<file path="src/verilog/rciv_regs.vh">
`ifndef RCIV_REGS_VH
`define RCIV_REGS_VH

////////////////////////////////////////////////////////////////////////
// register byte offsets, one aligned word each
`define RCIV_OFS_STATUS     8'h00
`define RCIV_OFS_POWER_CONTROL_REG       8'h04
`define RCIV_OFS_PC         8'h08
`define RCIV_OFS_PC_HIGH_LATCH     8'h0C
`define RCIV_OFS_IRQ_CONTROL_REG     8'h10
`define RCIV_OFS_PERIPHERAL_IRQ_FLAGS_ONE       8'h14
`define RCIV_OFS_PERIPHERAL_IRQ_FLAGS_TWO       8'h18
`define RCIV_OFS_CAUSE      8'h1C
`define RCIV_OFS_W          8'h20
`define RCIV_OFS_FSR        8'h24
`define RCIV_OFS_TIMER_ZERO_COUNT       8'h28
`define RCIV_OFS_PORTB      8'h2C
`define RCIV_OFS_PORTC      8'h30
`define RCIV_OFS_PORTD      8'h34
`define RCIV_WORD_BYTES     4
`define RCIV_KEEP_NUM       6

////////////////////////////////////////////////////////////////////////
// field positions
`define RCIV_ST_UP_MSB      7
`define RCIV_ST_UP_LSB      5
`define RCIV_ST_TO          4
`define RCIV_ST_PD          3
`define RCIV_ST_LOW_MSB     2
`define RCIV_POWER_CONTROL_REG_POR       1
`define RCIV_POWER_CONTROL_REG_BOR       0
`define RCIV_IC_GIE         7
`define RCIV_IC_FLAG_MSB    2
`define RCIV_IC_EN_MSB      5
`define RCIV_IC_EN_LSB      3

////////////////////////////////////////////////////////////////////////
// reset and load values
`define RCIV_STATUS_POR     8'h18
`define RCIV_UPPER_CLR      3'h0
`define RCIV_LOW_POR        3'h0
`define RCIV_POWER_CONTROL_REG_POR_VAL   2'h1
`define RCIV_PC_RESET       13'h0000
`define RCIV_PC_VECTOR      13'h0004
`define RCIV_PC_STEP        13'h0001
`define RCIV_PC_HIGH_LATCH_RESET   5'h00
`define RCIV_BYTE_POR       8'h00
`define RCIV_IRQ_CONTROL_REG_POR     8'h00
`define RCIV_PIR_POR        8'h00

////////////////////////////////////////////////////////////////////////
// recorded cause codes
`define RCIV_CAUSE_NONE      3'h0
`define RCIV_CAUSE_POR       3'h1
`define RCIV_CAUSE_BOR       3'h2
`define RCIV_CAUSE_EXT_RUN   3'h3
`define RCIV_CAUSE_EXT_SLEEP 3'h4
`define RCIV_CAUSE_WDT_RST   3'h5
`define RCIV_CAUSE_WDT_WAKE  3'h6
`define RCIV_CAUSE_IRQ_WAKE  3'h7

`endif

</file>
<file path="src/verilog/rciv_keep_reg.v">
`timescale 1ns/10ps
`include "rciv_regs.vh"

module rciv_keep_reg #(
    parameter [7:0] RESET_VAL = `RCIV_BYTE_POR
) (
    input  wire       hclk,
    input  wire       hresetn,
    input  wire       ce,
    input  wire       clear,
    input  wire       we,
    input  wire [7:0] wdata,
    output reg  [7:0] q
);

// content is undefined after power-on; zero is as good as any value
always @(posedge hclk or negedge hresetn) begin
    if (!hresetn) begin
        q <= RESET_VAL;
    end else if (ce) begin
        if (clear) begin
            q <= RESET_VAL;
        end else if (we) begin
            q <= wdata;
        end
    end
end

endmodule // rciv_keep_reg

</file>
<file path="src/verilog/rciv_ahb_slave.v">
`timescale 1ns/10ps
`include "rciv_regs.vh"

module rciv_ahb_slave (
    input  wire        hclk,
    input  wire        hresetn,
    input  wire        ce,
    input  wire        hsel,
    input  wire [31:0] haddr,
    input  wire [1:0]  htrans,
    input  wire        hwrite,
    input  wire [31:0] hwdata,
    input  wire        hready,
    output wire        hreadyout,
    output wire        hresp,
    output reg  [31:0] hrdata,
    output reg  [7:0]  reg_addr,
    output wire        reg_we,
    output wire [7:0]  reg_wdata,
    input  wire [15:0] reg_rdata
);

reg pend;
reg first;
reg wr;
reg addr_ok;

// one wait state on every transfer so that read data is registered
assign hreadyout = ~(pend & first);
assign hresp     = 1'b0;
assign reg_we    = ce & pend & first & wr & addr_ok;
assign reg_wdata = hwdata[7:0];

always @(posedge hclk or negedge hresetn) begin
    if (!hresetn) begin
        pend     <= 1'b0;
        first    <= 1'b0;
        wr       <= 1'b0;
        addr_ok  <= 1'b0;
        reg_addr <= 8'h00;
        hrdata   <= 32'h00000000;
    end else if (ce) begin
        if (pend & first) begin
            first  <= 1'b0;
            hrdata <= (addr_ok & ~wr) ? {16'h0000, reg_rdata}
                                      : 32'h00000000;
        end else if (hsel & htrans[1] & hready) begin
            pend     <= 1'b1;
            first    <= 1'b1;
            wr       <= hwrite;
            reg_addr <= haddr[7:0];
            addr_ok  <= (haddr[31:8] == 24'h000000);
        end else begin
            pend <= 1'b0;
        end
    end
end

endmodule // rciv_ahb_slave

</file>
<file path="src/verilog/rciv_core.v">
// Operation
// - power-on sets timeout flag
// - power-on sets sleep-entered flag
// - pin reset in sleep, irq wake: 1/0
// - flag pairs decode watchdog reset/wake, brown-out
// - pin reset running: pc 0, clear top bits
// - resets load pc zero, wakes continue pc+1
// - irq wake with global enable: vector
// - data registers undefined at power-on, else kept
// - power flags cleared by own reset only
// - unimplemented bits read zero
// - flag pair written from the specific event
// - irq wake leaves source flag set
//
// The AHB-Lite register port and the placing of the registers are this design's own decisions.
`timescale 1ns/10ps
`include "rciv_regs.vh"

module rciv_core (
    input  wire        hclk,
    input  wire        hresetn,
    input  wire        ce,
    input  wire        hsel,
    input  wire [31:0] haddr,
    input  wire [1:0]  htrans,
    input  wire        hwrite,
    input  wire [2:0]  hsize,
    input  wire [31:0] hwdata,
    input  wire        hready,
    output wire        hreadyout,
    output wire        hresp,
    output wire [31:0] hrdata,
    input  wire        power_on_event,
    input  wire        brownout_event,
    input  wire        external_reset_pin_n,
    input  wire        watchdog_timeout,
    input  wire        sleep_request,
    input  wire [12:0] pc_current,
    input  wire [2:0]  irq_control_set,
    input  wire [7:0]  peripheral_irq_set_one,
    input  wire [7:0]  peripheral_irq_set_two,
    output reg  [12:0] pc_value,
    output reg         pc_load,
    output reg         core_hold,
    output wire        sleeping,
    output reg  [2:0]  reset_cause
);

////////////////////////////////////////////////////////////////////////
localparam [2:0] ST_RUN   = 3'h1;
localparam [2:0] ST_SLEEP = 3'h2;
localparam [2:0] ST_HOLD  = 3'h4;

reg  [2:0]  state;
reg  [7:0]  status;
reg  [1:0]  power_control_reg;
reg  [4:0]  pc_high_latch;
reg  [7:0]  irq_control_reg;
reg  [7:0]  peripheral_irq_flags_one;
reg  [7:0]  peripheral_irq_flags_two;

reg  [2:0]  next_state;
reg  [7:0]  next_status;
reg  [1:0]  next_power_control_reg;
reg  [4:0]  next_pc_high_latch;
reg  [7:0]  next_irq_control_reg;
reg  [7:0]  next_peripheral_irq_flags_one;
reg  [7:0]  next_peripheral_irq_flags_two;
reg  [12:0] next_pc_value;
reg         next_pc_load;
reg         next_core_hold;
reg  [2:0]  next_reset_cause;
reg  [15:0] reg_rdata;

wire [7:0]  reg_addr;
wire        reg_we;
wire [7:0]  reg_wdata;
wire [8*`RCIV_KEEP_NUM-1:0] keep_flat;

wire        st_run;
wire        st_sleep;
wire        st_hold;
wire        ext_low;
wire        irq_pending;
wire        ev_por;
wire        ev_bor;
wire        ev_ext;
wire        ev_wdt;
wire        ev_wake;
wire        any_event;
wire [12:0] pc_next_instr;

////////////////////////////////////////////////////////////////////////
// register bus
rciv_ahb_slave u_bus (
    .hclk      (hclk),
    .hresetn   (hresetn),
    .ce        (ce),
    .hsel      (hsel),
    .haddr     (haddr),
    .htrans    (htrans),
    .hwrite    (hwrite),
    .hwdata    (hwdata),
    .hready    (hready),
    .hreadyout (hreadyout),
    .hresp     (hresp),
    .hrdata    (hrdata),
    .reg_addr  (reg_addr),
    .reg_we    (reg_we),
    .reg_wdata (reg_wdata),
    .reg_rdata (reg_rdata)
);

////////////////////////////////////////////////////////////////////////
// event decode, one cause per cycle
assign st_run   = state[0];
assign st_sleep = state[1];
assign st_hold  = state[2];
assign sleeping = st_sleep;
assign ext_low  = ~external_reset_pin_n;

// a set control flag with its enable, or any set peripheral flag, is what ends sleep
assign irq_pending =
    (|(irq_control_reg[`RCIV_IC_FLAG_MSB:0] &
       irq_control_reg[`RCIV_IC_EN_MSB:`RCIV_IC_EN_LSB])) |
    (|peripheral_irq_flags_one) |
    (|peripheral_irq_flags_two);

assign ev_por  = power_on_event;
assign ev_bor  = ~ev_por & brownout_event;
assign ev_ext  = ~ev_por & ~ev_bor & ext_low & ~st_hold;
// pin held low masks the watchdog until it is released
assign ev_wdt  = ~ev_por & ~ev_bor & ~ext_low & watchdog_timeout;
assign ev_wake = ~ev_por & ~ev_bor & ~ext_low & ~watchdog_timeout &
                 st_sleep & irq_pending;
assign any_event = ev_por | ev_bor | ev_ext | ev_wdt | ev_wake;

assign pc_next_instr = pc_current + `RCIV_PC_STEP;

////////////////////////////////////////////////////////////////////////
// next values: software write first, a reset or wake event overrides
always @* begin
    next_state                    = state;
    next_status                   = status;
    next_power_control_reg        = power_control_reg;
    next_pc_high_latch            = pc_high_latch;
    next_irq_control_reg          = irq_control_reg;
    next_peripheral_irq_flags_one = peripheral_irq_flags_one;
    next_peripheral_irq_flags_two = peripheral_irq_flags_two;
    next_pc_value                 = pc_value;
    next_pc_load                  = 1'b0;
    next_core_hold                = 1'b0;
    next_reset_cause              = reset_cause;

    // timeout and sleep-entered are not software writable
    if (reg_we && reg_addr == `RCIV_OFS_STATUS) begin
        next_status[`RCIV_ST_UP_MSB:`RCIV_ST_UP_LSB] =
            reg_wdata[`RCIV_ST_UP_MSB:`RCIV_ST_UP_LSB];
        next_status[`RCIV_ST_LOW_MSB:0] = reg_wdata[`RCIV_ST_LOW_MSB:0];
    end
    if (reg_we && reg_addr == `RCIV_OFS_POWER_CONTROL_REG) begin
        next_power_control_reg = reg_wdata[`RCIV_POWER_CONTROL_REG_POR:`RCIV_POWER_CONTROL_REG_BOR];
    end
    if (reg_we && reg_addr == `RCIV_OFS_PC_HIGH_LATCH) begin
        next_pc_high_latch = reg_wdata[4:0];
    end
    if (reg_we && reg_addr == `RCIV_OFS_IRQ_CONTROL_REG) begin
        next_irq_control_reg = reg_wdata;
    end
    if (reg_we && reg_addr == `RCIV_OFS_PERIPHERAL_IRQ_FLAGS_ONE) begin
        next_peripheral_irq_flags_one = reg_wdata;
    end
    if (reg_we && reg_addr == `RCIV_OFS_PERIPHERAL_IRQ_FLAGS_TWO) begin
        next_peripheral_irq_flags_two = reg_wdata;
    end

    // hardware set beats a software clear in the same cycle
    next_irq_control_reg[`RCIV_IC_FLAG_MSB:0] =
        next_irq_control_reg[`RCIV_IC_FLAG_MSB:0] | irq_control_set;
    next_peripheral_irq_flags_one =
        next_peripheral_irq_flags_one | peripheral_irq_set_one;
    next_peripheral_irq_flags_two =
        next_peripheral_irq_flags_two | peripheral_irq_set_two;

    if (ev_por) begin
        next_status            = `RCIV_STATUS_POR;
        next_status[`RCIV_ST_TO] = 1'b1;
        next_status[`RCIV_ST_PD] = 1'b1;
        next_power_control_reg = `RCIV_POWER_CONTROL_REG_POR_VAL;
        next_pc_high_latch     = `RCIV_PC_HIGH_LATCH_RESET;
        next_irq_control_reg   = `RCIV_IRQ_CONTROL_REG_POR;
        next_peripheral_irq_flags_one = `RCIV_PIR_POR;
        next_peripheral_irq_flags_two = `RCIV_PIR_POR;
        next_pc_value          = `RCIV_PC_RESET;
        next_pc_load           = 1'b1;
        next_core_hold         = 1'b1;
        next_reset_cause       = `RCIV_CAUSE_POR;
        // a pin still low must not overwrite the recorded cause
        next_state             = ext_low ? ST_HOLD : ST_RUN;
    end else if (ev_bor) begin
        next_status[`RCIV_ST_UP_MSB:`RCIV_ST_UP_LSB] = `RCIV_UPPER_CLR;
        next_status[`RCIV_ST_TO] = 1'b1;
        next_status[`RCIV_ST_PD] = 1'b1;
        next_power_control_reg[`RCIV_POWER_CONTROL_REG_BOR] = 1'b0;
        next_pc_high_latch     = `RCIV_PC_HIGH_LATCH_RESET;
        next_pc_value          = `RCIV_PC_RESET;
        next_pc_load           = 1'b1;
        next_core_hold         = 1'b1;
        next_reset_cause       = `RCIV_CAUSE_BOR;
        next_state             = ext_low ? ST_HOLD : ST_RUN;
    end else if (ev_ext) begin
        next_status[`RCIV_ST_UP_MSB:`RCIV_ST_UP_LSB] = `RCIV_UPPER_CLR;
        if (st_sleep) begin
            next_status[`RCIV_ST_TO] = 1'b1;
            next_status[`RCIV_ST_PD] = 1'b0;
            next_reset_cause         = `RCIV_CAUSE_EXT_SLEEP;
        end else begin
            next_reset_cause         = `RCIV_CAUSE_EXT_RUN;
        end
        next_pc_high_latch     = `RCIV_PC_HIGH_LATCH_RESET;
        next_pc_value          = `RCIV_PC_RESET;
        next_pc_load           = 1'b1;
        next_core_hold         = 1'b1;
        next_state             = ST_HOLD;
    end else if (ev_wdt) begin
        next_status[`RCIV_ST_TO] = 1'b0;
        next_pc_load           = 1'b1;
        if (st_sleep) begin
            next_status[`RCIV_ST_PD] = 1'b0;
            next_pc_value      = pc_next_instr;
            next_reset_cause   = `RCIV_CAUSE_WDT_WAKE;
        end else begin
            next_status[`RCIV_ST_UP_MSB:`RCIV_ST_UP_LSB] = `RCIV_UPPER_CLR;
            next_status[`RCIV_ST_PD] = 1'b1;
            next_pc_high_latch = `RCIV_PC_HIGH_LATCH_RESET;
            next_pc_value      = `RCIV_PC_RESET;
            next_core_hold     = 1'b1;
            next_reset_cause   = `RCIV_CAUSE_WDT_RST;
        end
        next_state             = ST_RUN;
    end else if (ev_wake) begin
        next_status[`RCIV_ST_TO] = 1'b1;
        next_status[`RCIV_ST_PD] = 1'b0;
        if (irq_control_reg[`RCIV_IC_GIE]) begin
            next_pc_value      = `RCIV_PC_VECTOR;
        end else begin
            next_pc_value      = pc_next_instr;
        end
        next_pc_load           = 1'b1;
        next_reset_cause       = `RCIV_CAUSE_IRQ_WAKE;
        next_state             = ST_RUN;
    end

    // state moves that are not reset events
    case (state)
        ST_RUN: begin
            if (!any_event && sleep_request) begin
                next_status[`RCIV_ST_TO] = 1'b1;
                next_status[`RCIV_ST_PD] = 1'b0;
                next_state               = ST_SLEEP;
            end
        end
        ST_SLEEP: begin
        end
        ST_HOLD: begin
            if (!ev_por && !ev_bor) begin
                next_core_hold = ext_low;
                if (!ext_low) begin
                    next_state = ST_RUN;
                end
            end
        end
        default: begin
            next_state = ST_RUN;
        end
    endcase
end

////////////////////////////////////////////////////////////////////////
// state registers; async reset acts as the power-on reset
always @(posedge hclk or negedge hresetn) begin
    if (!hresetn) begin
        state                    <= ST_RUN;
        status                   <= `RCIV_STATUS_POR;
        power_control_reg        <= `RCIV_POWER_CONTROL_REG_POR_VAL;
        pc_high_latch            <= `RCIV_PC_HIGH_LATCH_RESET;
        irq_control_reg          <= `RCIV_IRQ_CONTROL_REG_POR;
        peripheral_irq_flags_one <= `RCIV_PIR_POR;
        peripheral_irq_flags_two <= `RCIV_PIR_POR;
        pc_value                 <= `RCIV_PC_RESET;
        pc_load                  <= 1'b0;
        core_hold                <= 1'b1;
        reset_cause              <= `RCIV_CAUSE_POR;
    end else if (ce) begin
        state                    <= next_state;
        status                   <= next_status;
        power_control_reg        <= next_power_control_reg;
        pc_high_latch            <= next_pc_high_latch;
        irq_control_reg          <= next_irq_control_reg;
        peripheral_irq_flags_one <= next_peripheral_irq_flags_one;
        peripheral_irq_flags_two <= next_peripheral_irq_flags_two;
        pc_value                 <= next_pc_value;
        pc_load                  <= next_pc_load;
        core_hold                <= next_core_hold;
        reset_cause              <= next_reset_cause;
    end
end

////////////////////////////////////////////////////////////////////////
// data registers only power-on disturbs
genvar gi;
generate
    for (gi = 0; gi < `RCIV_KEEP_NUM; gi = gi + 1) begin : g_keep
        localparam integer KOFS = `RCIV_OFS_W + `RCIV_WORD_BYTES * gi;
        rciv_keep_reg #(
            .RESET_VAL (`RCIV_BYTE_POR)
        ) u_keep (
            .hclk    (hclk),
            .hresetn (hresetn),
            .ce      (ce),
            .clear   (ev_por),
            .we      (reg_we && (reg_addr == KOFS[7:0])),
            .wdata   (reg_wdata),
            .q       (keep_flat[gi*8 +: 8])
        );
    end
endgenerate

////////////////////////////////////////////////////////////////////////
// read mux; narrow registers pad with zero
always @* begin
    reg_rdata = 16'h0000;
    case (reg_addr)
        `RCIV_OFS_STATUS: reg_rdata = {8'h00, status};
        `RCIV_OFS_POWER_CONTROL_REG:   reg_rdata = {14'h0000, power_control_reg};
        `RCIV_OFS_PC:     reg_rdata = {3'h0, pc_value};
        `RCIV_OFS_PC_HIGH_LATCH: reg_rdata = {11'h000, pc_high_latch};
        `RCIV_OFS_IRQ_CONTROL_REG: reg_rdata = {8'h00, irq_control_reg};
        `RCIV_OFS_PERIPHERAL_IRQ_FLAGS_ONE:   reg_rdata = {8'h00, peripheral_irq_flags_one};
        `RCIV_OFS_PERIPHERAL_IRQ_FLAGS_TWO:   reg_rdata = {8'h00, peripheral_irq_flags_two};
        `RCIV_OFS_CAUSE:  reg_rdata = {13'h0000, reset_cause};
        `RCIV_OFS_W:      reg_rdata = {8'h00, keep_flat[7:0]};
        `RCIV_OFS_FSR:    reg_rdata = {8'h00, keep_flat[15:8]};
        `RCIV_OFS_TIMER_ZERO_COUNT:   reg_rdata = {8'h00, keep_flat[23:16]};
        `RCIV_OFS_PORTB:  reg_rdata = {8'h00, keep_flat[31:24]};
        `RCIV_OFS_PORTC:  reg_rdata = {8'h00, keep_flat[39:32]};
        `RCIV_OFS_PORTD:  reg_rdata = {8'h00, keep_flat[47:40]};
        default:          reg_rdata = 16'h0000;
    endcase
end

endmodule // rciv_core

</file>
<file path="config.mk">
export PLATFORM = sky130hd
export DESIGN_NAME = rciv_core
export DESIGN_NICKNAME = d
export VERILOG_FILES = /design/src/verilog/rciv_keep_reg.v /design/src/verilog/rciv_ahb_slave.v /design/src/verilog/rciv_core.v
export VERILOG_INCLUDE_DIRS = /design/src /design/src/verilog
export SDC_FILE = /design/constraint.sdc
export NUM_CORES = 1
export LEC_CHECK = 0
export BUFFER_PORTS_ARGS = -buffer_cell sky130_fd_sc_hd__buf_2
export CORE_ASPECT_RATIO = 1.25
export CORE_MARGIN = 2
export CORE_UTILIZATION = 55
export CTS_BUF_LIST = sky130_fd_sc_hd__clkbuf_4 sky130_fd_sc_hd__clkbuf_8 sky130_fd_sc_hd__clkbuf_16
export CTS_CLUSTER_DIAMETER = 50
export DETAILED_ROUTE_END_ITERATION = 10
export GPL_ROUTABILITY_DRIVEN = 0
export PLACE_DENSITY = 0.81
export REMOVE_ABC_BUFFERS = 1
export SYNTH_ARGS = -nofsm -noshare
export SYNTH_HDL_FRONTEND = slang
export SYNTH_SLANG_ARGS = --single-unit
export TNS_END_PERCENT = 1
</file>
<file path="constraint.sdc">
create_clock -name hclk -period 2.7 [get_ports hclk]
set_input_delay 0.405 -clock hclk [delete_from_list [all_inputs] [get_ports hclk]]
set_output_delay 0.405 -clock hclk [all_outputs]
set_load 0.005 [all_outputs]
</file>
==> results of run 1 <==
==> worst max-delay path, stage by stage (launching register included) <==
cell                      delay (ns)
sky130_fd_sc_hd__dfrtp_1        0.55
sky130_fd_sc_hd__or3_1          0.47
sky130_fd_sc_hd__nor2_1         0.11
sky130_fd_sc_hd__a31oi_1        0.78
sky130_fd_sc_hd__buf_4          0.29
sky130_fd_sc_hd__o21ai_0        0.08
==> per-layer routing <==
layer	vias up	track usage (%)
met4	0	18.13
met5	-	0
li1	2986	-
met2	439	51.47
met1	3187	39.18
met3	112	8.532
==> worst paths after layout <==
path                                                      to  slack (ns)  cells after the start
setup / recovery           g_keep[1].u_keep.q[1]$_DFFE_PN0P_        0.28                      5
hold / removal                 u_bus.reg_addr[2]$_DFFE_PN0P_        0.20                      3
setup reg to reg           g_keep[1].u_keep.q[1]$_DFFE_PN0P_        0.28                      5
hold reg to reg                  u_bus.hrdata[5]$_DFFE_PN0P_        0.47                      2
max in group asynchronous   power_control_reg[0]$_DFFE_PN1P_        1.38                      3
min in group asynchronous      u_bus.reg_addr[5]$_DFFE_PN0P_        0.55                      2
==> logic make-up after synthesis <==
family                     share of synthesized area (%)
other                                            0.05242
adders and majority gates                         0.1749
xor gates and xnor gates                           1.347
and+or+nand+nor                                    20.54
buffers and inverters                              5.545
DFF                                                46.63
muxes                                              8.536
AOI/OAI and AO/OA                                  17.18
==> report_power, final <==
group	switching (mW)	internal [mW]	leakage, nW	total, mW
combinational	0.886	0.549	1.84	1.43
sequential	0.250	2.22	1.73	2.47
clock	0.874	1.40	0.281	2.27
total	2.01	4.17	3.85	6.18
==> through the flow <==
step | setup slack (ns) | utilization (%) | TNS [ns] | power [mW]
2_1_floorplan | -0.1596 | - | -1.261 | 3.234
3_3_place_gp | 0.4238 | 62.35 | 0 | 3.835
3_5_place_dp | 0.3520 | 62.35 | 0 | 3.874
4_1_cts | 0.3525 | 67.04 | 0 | 6.133
5_1_grt | 0.1296 | 67.04 | 0 | 6.410
6_report | 0.2781 | 67.04 | 0 | 6.177
==> synthesized netlist by cell type, drive strengths merged, types with 6 or more instances <==
cell type	instances	area (um2)
nand4	9	56.30
o31ai	16	138.9
a21oi	32	160.2
dfstp	6	157.7
a32oi	12	105.1
buf	44	272.8
a22o	8	70.07
dfrtp	127	3178
clkbuf	21	78.83
nor3	36	201.5
inv	12	45.04
nor2	40	152.6
nand3	41	210.2
nor4	16	115.1
xnor2	7	61.31
o21ai	88	444.2
nor2b	14	87.58
nand2b	11	68.82
mux2	38	427.9
mux2i	16	160.2
nand2	96	360.4
a31oi	6	37.54
==> cells in the final DEF (no fill, tap or decap), types with 20 or more instances in the layout <==
cell and instances:
sky130_fd_sc_hd__a21oi_1 32, sky130_fd_sc_hd__buf_2 115, sky130_fd_sc_hd__buf_4 31, sky130_fd_sc_hd__conb_1 20, sky130_fd_sc_hd__dfrtp_1 127, sky130_fd_sc_hd__mux2_2 36, sky130_fd_sc_hd__nand2_1 96, sky130_fd_sc_hd__nand3_1 40
sky130_fd_sc_hd__nor2_1 39, sky130_fd_sc_hd__nor3_1 33, sky130_fd_sc_hd__o21ai_0 59, sky130_fd_sc_hd__o21ai_1 28
==> area by class of cell <==
class / count / area [um2]
Clock inverter: 13 / 132.6
Timing Repair Buffer: 149 / 849.6
Inverter: 12 / 45.04
Tap cell: 168 / 210.2
Clock buffer: 19 / 452.9
Sequential cell: 133 / 3336
Multi-Input combinational cell: 570 / 3501
Fill cell: 1022 / 4193
==> impl_table.tex, run 1 <==
\begin{tabular}{lr}
\hline
Metric & Value \\
\hline
\multicolumn{2}{l}{\textbf{Worst hold path}} \\
\quad Hold wc startpoint & haddr[2] \\
\quad Class of the tightest hold or removal check & in -> reg \\
\multicolumn{2}{l}{\textbf{STA}} \\
\quad Setup-violating endpoint count in the final report & 0 \\
\quad Final period util & 89.70\% \\
\quad RSZ-0062 raised after global routing & no \\
\quad Max-slew violation total from the final report & 0 \\
\quad Hold violation total from the final report & 0 \\
\quad Slew HR & 37.73\% \\
\quad Fmax achieved & 412.9 MHz \\
\quad Post-route worst hold slack & 0.1977 ns \\
\quad Measured slew at the worst slew-check pin & 0.9297 ns \\
\quad Period minus WS final & 2.422 ns \\
\quad Post-route clock skew & 0.007533 ns \\
\multicolumn{2}{l}{\textbf{Global routing}} \\
\quad Via count of the first global-routing pass & 6623 \\
\quad Total global routing track utilization & 32.15\% \\
\quad Total gr overflow & 0 \\
\quad Maximum number of pins on one net before global-route repair & 65 \\
\quad First-pass GRT wire length & 34.87 mm \\
\quad Antenna violations before repair & 0 \\
\multicolumn{2}{l}{\textbf{Floorplanning}} \\
\quad Die outline area & 13940 um2 \\
\quad Horiz. Die Dim & 106 um \\
\quad Effective utilization at floorplan & 56.24\% \\
\quad Site Rows & 46 \\
\quad Die outline height & 131.5 um \\
\quad Core area & 12720 um2 \\
\quad Boundary Pins & 165 \\
\multicolumn{2}{l}{\textbf{Synthesis}} \\
\quad Post-synthesis sequential area ratio & 46.63\% \\
\quad Post-synthesis average cell area & 9.400 um2 \\
\quad Number of instances in the synthesized netlist & 761 \\
\quad Ys flop type & sky130\_fd\_sc\_hd\_\_dfrtp\_1 \\
\quad Post-synth EDFFs & 0 \\
\quad Flop and latch count out of synthesis & 133 \\
\quad Post-synth cell types & 73 \\
\quad Count of synthesis-stage warnings from yosys & 0 \\
\quad Post-synth design cell area & 7153 um2 \\
\quad Fraction of registers with async set/reset & 100.0\% \\
\multicolumn{2}{l}{\textbf{Layout}} \\
\quad Ant. Diodes & 0 \\
\quad Largest registers & g\_keep.u\_keep.q x48, pc\_value x13, u\_bus.hrdata x13 \\
\quad Largest register by flop count & g\_keep.u\_keep.q \\
\quad Final standard cell area without fillers & 8527 um2 \\
\quad Share of cells above drive strength 1 & 26.45\% \\
\quad Area growth syn-to-layout & 19.21\% \\
\quad Final cell count without fillers & 1064 \\
\quad Number of nets in the final layout & 996 \\
\quad Flip-flop count of the largest register after layout & 48 \\
\multicolumn{2}{l}{\textbf{Run status}} \\
\quad Result of the run & finished clean \\
\multicolumn{2}{l}{\textbf{Drt}} \\
\quad Pre-Repair DR Iteration Count & 6 \\
\quad Routed wire length per instance & 20.35 um \\
\quad Metal3 WL & 2.224 mm \\
\quad Final Routed Wirelength & 21.65 mm \\
\quad Routed wl met2 & 10.23 mm \\
\quad First DRT Iteration DRCs & 742 \\
\quad DRC violations left & 0 \\
\quad Detailed-route vias per instance & 6.320 \\
\quad Top layer reached by signal wires & met4 \\
\quad Detailed-routing wirelength on met1 & 7.954 mm \\
\quad Number of nets with antenna violations after detailed routing & 0 \\
\quad Total via count after detailed routing & 6724 \\
\multicolumn{2}{l}{\textbf{Clocking}} \\
\quad Clock tree from TritonCTS & yes \\
\quad Cts repair resizes & 0 \\
\quad Post-CTS clock slew at the launch and capture registers of the worst setup and hold paths & 0.06 ns \\
\quad Number of buffers inserted to repair setup after CTS & 0 \\
\quad Clock latency at the later pin of the worst-skew pair & 0.42 ns \\
\quad Clk sink count & 133 \\
\quad H-tree levels & 4 \\
\quad TritonCTS buffer count & 17 \\
\quad Clk Tree Root Cell & sky130\_fd\_sc\_hd\_\_clkbuf\_16 \\
\quad Largest buffer count on any clock path & 2 \\
\quad Hold-fix buffer count after cts & 1 \\
\multicolumn{2}{l}{\textbf{Placed design}} \\
\quad Placed cell areas & 7931 um2 \\
\quad Final HPWL from detailed placement & 15.56 mm \\
\quad IO buf count & 116 \\
\quad Number of instances in the placed design & 1031 \\
\multicolumn{2}{l}{\textbf{Worst setup path}} \\
\quad WS Path Type & reg -> reg \\
\quad Kind of start point of the critical path & flip-flop \\
\quad Beginning of the critical path & u\_bus.reg\_addr[1]\$\_DFFE\_PN0P\_ \\
\quad Data required, critical path & 2.99 ns \\
\quad Worst endpoint data arrival time & 2.71 ns \\
\quad Worst flop-to-flop path startpoint & u\_bus.reg\_addr[1]\$\_DFFE\_PN0P\_ \\
\quad Maximum net fanout on the critical path & 9 \\
\quad Worst setup EP type & flip-flop \\
\multicolumn{2}{l}{\textbf{Pwr}} \\
\quad Power Dens Cells & 724.4 nW/um2 \\
\quad Leak pwr & 3.854 nW \\
\quad Maximum ir drop on the vdd rail & 0.4522 mV \\
\multicolumn{2}{l}{\textbf{Job}} \\
\quad Reported max-cap violation count & 0 \\
\hline
\end{tabular}
Note: power is estimated with default switching activity, not from simulation.
==> run 2, diff against run 1 <==
ABC_AREA = 1   (was unset)
CORE_UTILIZATION = 50   (was 55)
PLACE_DENSITY = 0.75   (was 0.81)
==> impl_table.tex, run 2 <==
\begin{tabular}{lr}
\hline
Metric & Value \\
\hline
\multicolumn{2}{l}{\textbf{Run status}} \\
\quad Result of the run & finished clean \\
\multicolumn{2}{l}{\textbf{Synthesis}} \\
\quad Commonest cells in the netlist & sky130\_fd\_sc\_hd\_\_nand2\_1 (183), sky130\_fd\_sc\_hd\_\_inv\_1 (133), sky130\_fd\_sc\_hd\_\_dfrtp\_1 (127), sky130\_fd\_sc\_hd\_\_nor2\_1 (92), sky130\_fd\_sc\_hd\_\_o21ai\_0 (76) \\
\quad Post-synth EDFFs & 0 \\
\quad Most used standard cell by instance count after synthesis & sky130\_fd\_sc\_hd\_\_nand2\_1 \\
\quad Flop and latch count out of synthesis & 133 \\
\quad Cells taking the most area after synthesis & sky130\_fd\_sc\_hd\_\_dfrtp\_1 (45\%), sky130\_fd\_sc\_hd\_\_nand2\_1 (9.8\%), sky130\_fd\_sc\_hd\_\_inv\_1 (7.1\%), sky130\_fd\_sc\_hd\_\_o21ai\_0 (5.4\%), sky130\_fd\_sc\_hd\_\_nor2\_1 (4.9\%) \\
\quad Fraction of registers with async set/reset & 100.0\% \\
\quad Post-synthesis sequential area ratio & 47.44\% \\
\quad Number of instances in the synthesized netlist & 884 \\
\quad Post-synth design cell area & 7032 um2 \\
\quad Yosys top cell by area & sky130\_fd\_sc\_hd\_\_dfrtp\_1 \\
\quad Post-synthesis average cell area & 7.954 um2 \\
\quad Ys flop type & sky130\_fd\_sc\_hd\_\_dfrtp\_1 \\
\quad Count of synthesis-stage warnings from yosys & 0 \\
\quad Area share of the largest cell type after synthesis & 45.20\% \\
\quad Post-synth cell types & 45 \\
\multicolumn{2}{l}{\textbf{STA}} \\
\quad Max-slew violation total from the final report & 0 \\
\quad Measured slew at the worst slew-check pin & 0.7497 ns \\
\quad Slew HR & 49.84\% \\
\quad Total Neg Setup Slack & 0 ns \\
\quad Fmax achieved & 473.9 MHz \\
\quad Post-route clock skew & 0.009234 ns \\
\quad Hold violation total from the final report & 0 \\
\quad Post-route setup slack & 0.5898 ns \\
\quad Final period util & 78.15\% \\
\quad Setup-violating endpoint count in the final report & 0 \\
\quad Period minus WS final & 2.110 ns \\
\quad Post-route worst hold slack & 0.1928 ns \\
\quad RSZ-0062 raised after global routing & no \\
\multicolumn{2}{l}{\textbf{Floorplanning}} \\
\quad Core area & 13750 um2 \\
\quad Effective utilization at floorplan & 51.13\% \\
\quad Boundary Pins & 165 \\
\quad Die outline area & 15030 um2 \\
\quad Die outline height & 136.6 um \\
\quad Site Rows & 48 \\
\quad Horiz. Die Dim & 110.1 um \\
\multicolumn{2}{l}{\textbf{Pwr}} \\
\quad Clock Power Share & 43.5\% \\
\quad Power share of the sequential group & 41.2\% \\
\quad Power Dens Cells & 682.3 nW/um2 \\
\quad Switching power share of the total & 28.69\% \\
\quad Logic pwr share & 15.3\% \\
\quad Switching power total & 1.649 mW \\
\quad Maximum ir drop on the vdd rail & 0.3162 mV \\
\quad Leak pwr & 4.240 nW \\
\quad Internal Pwr Total & 4.098 mW \\
\multicolumn{2}{l}{\textbf{Layout}} \\
\quad Flip-flop count of the largest register after layout & 48 \\
\quad Largest register by flop count & g\_keep.u\_keep.q \\
\quad Most common cell after layout, fill and taps aside & sky130\_fd\_sc\_hd\_\_nand2\_1 \\
\quad Fillers & 1217 \\
\quad Highest-count cells in the layout ignoring fill and taps & sky130\_fd\_sc\_hd\_\_nand2\_1 (183), sky130\_fd\_sc\_hd\_\_inv\_1 (133), sky130\_fd\_sc\_hd\_\_dfrtp\_1 (127) \\
\quad Area growth syn-to-layout & 19.77\% \\
\quad Ant. Diodes & 0 \\
\quad Final cell count without fillers & 1204 \\
\quad Largest registers & g\_keep.u\_keep.q x48, pc\_value x13, u\_bus.hrdata x13 \\
\quad Share of cells above drive strength 1 & 20.41\% \\
\quad Fraction of the core area covered by cells at the end of the flow & 61.24\% \\
\quad Number of nets in the final layout & 1129 \\
\multicolumn{2}{l}{\textbf{Drt}} \\
\quad DRC violations left & 0 \\
\quad Pre-Repair DR Iteration Count & 6 \\
\quad Final Routed Wirelength & 20.16 mm \\
\quad Total via count after detailed routing & 6537 \\
\quad First DRT Iteration DRCs & 469 \\
\quad Routed wire length per instance & 16.74 um \\
\quad Number of nets with antenna violations after detailed routing & 0 \\
\quad Detailed-route vias per instance & 5.429 \\
\multicolumn{2}{l}{\textbf{Global routing}} \\
\quad First-pass GRT wire length & 32.33 mm \\
\quad Total global routing track utilization & 28.42\% \\
\quad Via count of the first global-routing pass & 6314 \\
\quad Maximum number of pins on one net before global-route repair & 52 \\
\quad Total gr overflow & 0 \\
\quad Antenna violations before repair & 0 \\
\multicolumn{2}{l}{\textbf{Clocking}} \\
\quad H-tree levels & 4 \\
\quad Clk Tree Root Cell & sky130\_fd\_sc\_hd\_\_clkbuf\_16 \\
\quad Clk sink count & 133 \\
\quad Clock latency at the later pin of the worst-skew pair & 0.42 ns \\
\quad Largest buffer count on any clock path & 2 \\
\quad Number of buffers inserted to repair setup after CTS & 0 \\
\quad TritonCTS buffer count & 17 \\
\quad Post-CTS clock slew at the launch and capture registers of the worst setup and hold paths & 0.06 ns \\
\quad Clock tree from TritonCTS & yes \\
\multicolumn{2}{l}{\textbf{Worst setup path}} \\
\quad Worst reg-to-reg setup slack & 0.59 ns \\
\quad Worst setup EP type & flip-flop \\
\quad Slowest cell on the critical path & sky130\_fd\_sc\_hd\_\_dfrtp\_1 \\
\quad Worst setup path end & peripheral\_irq\_flags\_one[2]\$\_DFFE\_PN0P\_ \\
\quad Delay of the slowest cell on the worst path & 0.40 ns \\
\quad Cell-by-cell listing of the critical path & nor2\_4 -> nand2\_2 -> nor2\_2 -> inv\_1 -> nor2\_1 -> nand2\_1 -> buf\_4 -> nor2\_1 -> o21bai\_1 -> o21ai\_0 \\
\quad FF-to-FF path depth & 10 \\
\quad Worst flop-to-flop path startpoint & u\_bus.reg\_addr[1]\$\_DFFE\_PN0P\_ \\
\quad WS Path Type & reg -> reg \\
\quad Kind of start point of the critical path & flip-flop \\
\quad Worst endpoint data arrival time & 2.45 ns \\
\quad Data required, critical path & 3.04 ns \\
\quad Beginning of the critical path & u\_bus.reg\_addr[1]\$\_DFFE\_PN0P\_ \\
\quad Maximum net fanout on the critical path & 7 \\
\quad CP most frequent cell & sky130\_fd\_sc\_hd\_\_nor2\_1 \\
\quad Worst R2R End & peripheral\_irq\_flags\_one[2]\$\_DFFE\_PN0P\_ \\
\multicolumn{2}{l}{\textbf{Job}} \\
\quad Reported max-cap violation count & 0 \\
\multicolumn{2}{l}{\textbf{Placed design}} \\
\quad Worst slack, placed & 0.5316 ns \\
\quad Final HPWL from detailed placement & 14.99 mm \\
\quad Number of instances in the placed design & 1171 \\
\quad IO buf count & 116 \\
\multicolumn{2}{l}{\textbf{Worst hold path}} \\
\quad Hold wc startpoint & haddr[4] \\
\quad Class of the tightest hold or removal check & in -> reg \\
\hline
\end{tabular}
==> run 2: timing repair <==
action                    CTS  global route
hold buffers                1             0
hold endpoints to repair   38             0
gates resized for setup     0             0
==> run 2: worst min path at each step <==
stage                                        endpoint  cells after the start
floorplan           g_keep[0].u_keep.q[0]$_DFFE_PN0P_                      0
global placement        u_bus.reg_addr[4]$_DFFE_PN0P_                      1
detailed placement      u_bus.reg_addr[5]$_DFFE_PN0P_                      1
CTS                     u_bus.reg_addr[4]$_DFFE_PN0P_                      3
global route            u_bus.reg_addr[6]$_DFFE_PN0P_                      3
finish                  u_bus.reg_addr[4]$_DFFE_PN0P_                      3
==> run 2: area by class of cell <==
cell class                 instances  area, um2  area share, %
timing repair buffer             133      738.2          8.765
sequential                       133       3336          39.61
multi-input combinational        594       2974          35.31
clock inverter                    14      198.9          2.362
tap                              175      219.0          2.600
inverter                         137      516.7          6.136
clock buffer                      18      439.2          5.215
==> run 2: kinds of logic after synthesis <==
group / share of synthesized area, %
XOR/XNOR: 0.3737
multiplexers: 0.6405
AO/OA/AOI/OAI: 17.42
buffers and inverters: 11.28
AND/OR/NAND/NOR: 22.62
flip-flops: 47.44
adder cells (fa/ha/maj): 0.1779
other: 0.05333
==> run 2: worst max-delay path, delay by kind of cell (launching register included) <==
family	cells	cell delay, ns
AOI/OAI and AO/OA	2	0.15
buffers and inverters	2	0.31
DFF	1	0.40
and+or+nand+nor	6	1.16
==> run 2: routing by layer <==
metal | part of all wire (%) | GRT usage [%]
met1 | 40 | 36.50
met2 | 48 | 45.81
met3 | 6.7 | 4.714
met4 | 4.6 | 14.84
met5 | 0 | 0
==> run 2: metrics by stage <==
stage                     instance area (um2)  power (mW)
final                                    8422       5.746
after floorplan                          6827       2.894
after global routing                     8422       5.983
after global placement                   7774       3.230
after detailed placement                 7774       3.259
after CTS                                8422       5.734
==> run 2: power by group through the flow <==
stage / Combinational, mW / Clock, mW / Sequential, mW
2_1_floorplan: 0.533 / 0 / 2.36
3_5_place_dp: 0.868 / 0 / 2.39
6_report: 0.882 / 2.50 / 2.37
5_1_grt: 0.990 / 2.61 / 2.39
3_3_place_gp: 0.847 / 0 / 2.38
4_1_cts: 0.876 / 2.50 / 2.36
==> run 3, diff against run 2 <==
CORE_UTILIZATION = 49   (was 50)
PLACE_DENSITY = 0.77   (was 0.75)
clock period = 1.9 ns   (was 2.7 ns; I/O delays follow)
==> impl_table.tex, run 3 (synthesis results as in run 2) <==
\begin{tabular}{lr}
\hline
Metric & Value \\
\hline
\multicolumn{2}{l}{\textbf{Floorplanning}} \\
\quad Die outline area & 15330 um2 \\
\quad Effective utilization at floorplan & 50.47\% \\
\quad Horiz. Die Dim & 111.1 um \\
\quad Site Rows & 48 \\
\quad Die outline height & 137.9 um \\
\quad Boundary Pins & 165 \\
\quad Core area & 13930 um2 \\
\multicolumn{2}{l}{\textbf{Worst setup path}} \\
\quad Worst flop-to-flop path startpoint & u\_bus.reg\_addr[1]\$\_DFFE\_PN0P\_ \\
\quad Data required, critical path & 2.25 ns \\
\quad Delay of the slowest cell on the worst path & 0.40 ns \\
\quad WS Path Type & reg -> reg \\
\quad Maximum net fanout on the critical path & 13 \\
\quad Worst setup EP type & flip-flop \\
\quad Worst endpoint data arrival time & 2.25 ns \\
\quad Beginning of the critical path & u\_bus.reg\_addr[1]\$\_DFFE\_PN0P\_ \\
\quad CP most frequent cell & sky130\_fd\_sc\_hd\_\_nand2\_2 \\
\quad Slowest cell on the critical path & sky130\_fd\_sc\_hd\_\_dfrtp\_1 \\
\quad Kind of start point of the critical path & flip-flop \\
\quad Cell-by-cell listing of the critical path & nor2\_4 -> nand2\_2 -> nor2\_2 -> nand2\_2 -> nand4\_1 -> nor2\_1 -> a21oi\_2 -> buf\_12 -> nand3\_1 -> nand2\_1 \\
\multicolumn{2}{l}{\textbf{Pwr}} \\
\quad Power Dens Cells & 945.8 nW/um2 \\
\quad Internal Pwr Total & 5.958 mW \\
\quad Power share of the sequential group & 40.8\% \\
\quad Logic pwr share & 16.3\% \\
\quad Clock Power Share & 42.9\% \\
\quad Maximum ir drop on the vdd rail & 0.6415 mV \\
\quad Switching power total & 2.274 mW \\
\quad Switching power share of the total & 27.63\% \\
\quad Leak pwr & 4.407 nW \\
\multicolumn{2}{l}{\textbf{Layout}} \\
\quad Area growth syn-to-layout & 23.77\% \\
\quad Largest registers & g\_keep.u\_keep.q x48, pc\_value x13, u\_bus.hrdata x13 \\
\quad Ant. Diodes & 0 \\
\quad Most common cell after layout, fill and taps aside & sky130\_fd\_sc\_hd\_\_nand2\_1 \\
\quad Highest-count cells in the layout ignoring fill and taps & sky130\_fd\_sc\_hd\_\_nand2\_1 (182), sky130\_fd\_sc\_hd\_\_inv\_1 (132), sky130\_fd\_sc\_hd\_\_dfrtp\_1 (127) \\
\quad Final cell count without fillers & 1233 \\
\quad Share of cells above drive strength 1 & 22.97\% \\
\quad Number of nets in the final layout & 1158 \\
\quad Fillers & 1208 \\
\quad Largest register by flop count & g\_keep.u\_keep.q \\
\quad Flip-flop count of the largest register after layout & 48 \\
\multicolumn{2}{l}{\textbf{Worst hold path}} \\
\quad Class of the tightest hold or removal check & in -> reg \\
\quad Hold wc startpoint & haddr[6] \\
\multicolumn{2}{l}{\textbf{STA}} \\
\quad Measured slew at the worst slew-check pin & 0.6347 ns \\
\quad Total Neg Setup Slack & 0 ns \\
\quad Post-route setup slack & 0.003168 ns \\
\quad Period minus WS final & 1.897 ns \\
\quad Post-route clock skew & 0.006850 ns \\
\quad Slew HR & 57.53\% \\
\quad Hold violation total from the final report & 0 \\
\quad Fmax achieved & 527.2 MHz \\
\quad Max-slew violation total from the final report & 0 \\
\quad RSZ-0062 raised after global routing & yes \\
\quad Setup-violating endpoint count in the final report & 0 \\
\quad Final period util & 99.83\% \\
\quad Post-route worst hold slack & 0.07945 ns \\
\multicolumn{2}{l}{\textbf{Clocking}} \\
\quad Largest buffer count on any clock path & 2 \\
\quad Clk sink count & 133 \\
\quad Clock latency at the later pin of the worst-skew pair & 0.42 ns \\
\quad TritonCTS buffer count & 17 \\
\quad Post-CTS clock slew at the launch and capture registers of the worst setup and hold paths & 0.06 ns \\
\quad Clk Tree Root Cell & sky130\_fd\_sc\_hd\_\_clkbuf\_16 \\
\quad H-tree levels & 4 \\
\quad Clock tree from TritonCTS & yes \\
\multicolumn{2}{l}{\textbf{Global routing}} \\
\quad First-pass GRT wire length & 32.66 mm \\
\quad Total global routing track utilization & 27.15\% \\
\quad Via count of the first global-routing pass & 6356 \\
\quad Antenna violations before repair & 0 \\
\quad Total gr overflow & 0 \\
\quad Maximum number of pins on one net before global-route repair & 51 \\
\multicolumn{2}{l}{\textbf{Drt}} \\
\quad Pre-Repair DR Iteration Count & 5 \\
\quad DRC violations left & 0 \\
\quad First DRT Iteration DRCs & 545 \\
\quad Number of nets with antenna violations after detailed routing & 0 \\
\quad Detailed-route vias per instance & 5.353 \\
\quad Final Routed Wirelength & 20.47 mm \\
\quad Routed wl met2 & 10.12 mm \\
\quad Metal3 WL & 1.443 mm \\
\quad Routed wire length per instance & 16.60 um \\
\quad Detailed-routing wirelength on met1 & 8.153 mm \\
\quad Total via count after detailed routing & 6600 \\
\quad Top layer reached by signal wires & met4 \\
\multicolumn{2}{l}{\textbf{Placed design}} \\
\quad IO buf count & 116 \\
\quad Number of instances in the placed design & 1197 \\
\quad Worst slack, placed & -0.1035 ns \\
\quad Final HPWL from detailed placement & 15.42 mm \\
\multicolumn{2}{l}{\textbf{Run status}} \\
\quad Result of the run & finished clean \\
\multicolumn{2}{l}{\textbf{Job}} \\
\quad Reported max-cap violation count & 0 \\
\hline
\end{tabular}
-- run 3: cell types whose count changed in the layout (fill, tap and decap cells not counted), sizes merged --
| cell | before | now |
|---|---|---|
| buf | 132 | 161 |
| clkinv | 6 | 3 |
| clkbuf | 18 | 23 |
| clkinvlp | 1 | 2 |
| inv | 140 | 137 |
-- run 3: area by class of cell --
class	count	area [um2]	area share (%)
clock inverters	9	150.1	1.725
well taps	175	219.0	2.516
repair buffers	162	1010	11.60
multi-input cells	594	2987	34.32
inverters	137	519.2	5.966
flip-flops and latches	133	3336	38.33
clock buffers	23	483.0	5.549
-- run 3: critical path: cells and delay by family, from the launching register on --
family	cells	cell delay [ns]
buffers and inverters	1	0.15
AND/OR/NAND/NOR	8	1.09
AO/OA/AOI/OAI	1	0.18
flip-flops	1	0.40
-- run 3: power groups by stage --
stage / Combinational [mW] / Clock (mW) / Sequential (mW)
global placement: 1.27 / 0 / 3.38
global route: 1.50 / 3.68 / 3.39
CTS: 1.31 / 3.54 / 3.35
finish: 1.34 / 3.54 / 3.35
detailed placement: 1.29 / 0 / 3.39
floorplan: 0.757 / 0 / 3.36
-- run 3: path summary, 6_finish.rpt --
| path | endpoint | slack [ns] | cells after the start |
|---|---|---|---|
| max | u_bus.hrdata[9]$_DFFE_PN0P_ | 0.003 | 10 |
| min | u_bus.reg_addr[6]$_DFFE_PN0P_ | 0.08 | 3 |
| max reg2reg | u_bus.hrdata[9]$_DFFE_PN0P_ | 0.003 | 10 |
| min reg2reg | u_bus.hrdata[2]$_DFFE_PN0P_ | 0.47 | 2 |
| max in group asynchronous | status[4]$_DFFE_PN1P_ | 0.81 | 3 |
| min in group asynchronous | irq_control_reg[2]$_DFFE_PN0P_ | 0.37 | 2 |
-- run 3: per-stage QoR --
step | power, mW | instance area, um2 | util (%)
2_1_floorplan | 4.113 | 6827 | -
3_3_place_gp | 4.649 | 8006 | 57.46
3_5_place_dp | 4.686 | 8006 | 57.46
4_1_cts | 8.200 | 8652 | 62.10
5_1_grt | 8.569 | 8703 | 62.46
6_report | 8.232 | 8703 | 62.46
-- run 3: timing repair --
item | in CTS | in global routing
endpoints found under the hold margin | 27 | 0
setup buffers | 0 | 3
setup endpoints to repair | 4 | 76
resized for setup | 1 | 5
hold buffers | 1 | 0
pin swaps | 0 | 2
gates cloned | 0 | 0
-- run 3: layer usage --
layer,GRT usage (%),up-vias
met4,12.48,0
met1,34.29,3063
li1,-,3153
met5,0,-
met2,46.35,334
met3,4.545,50
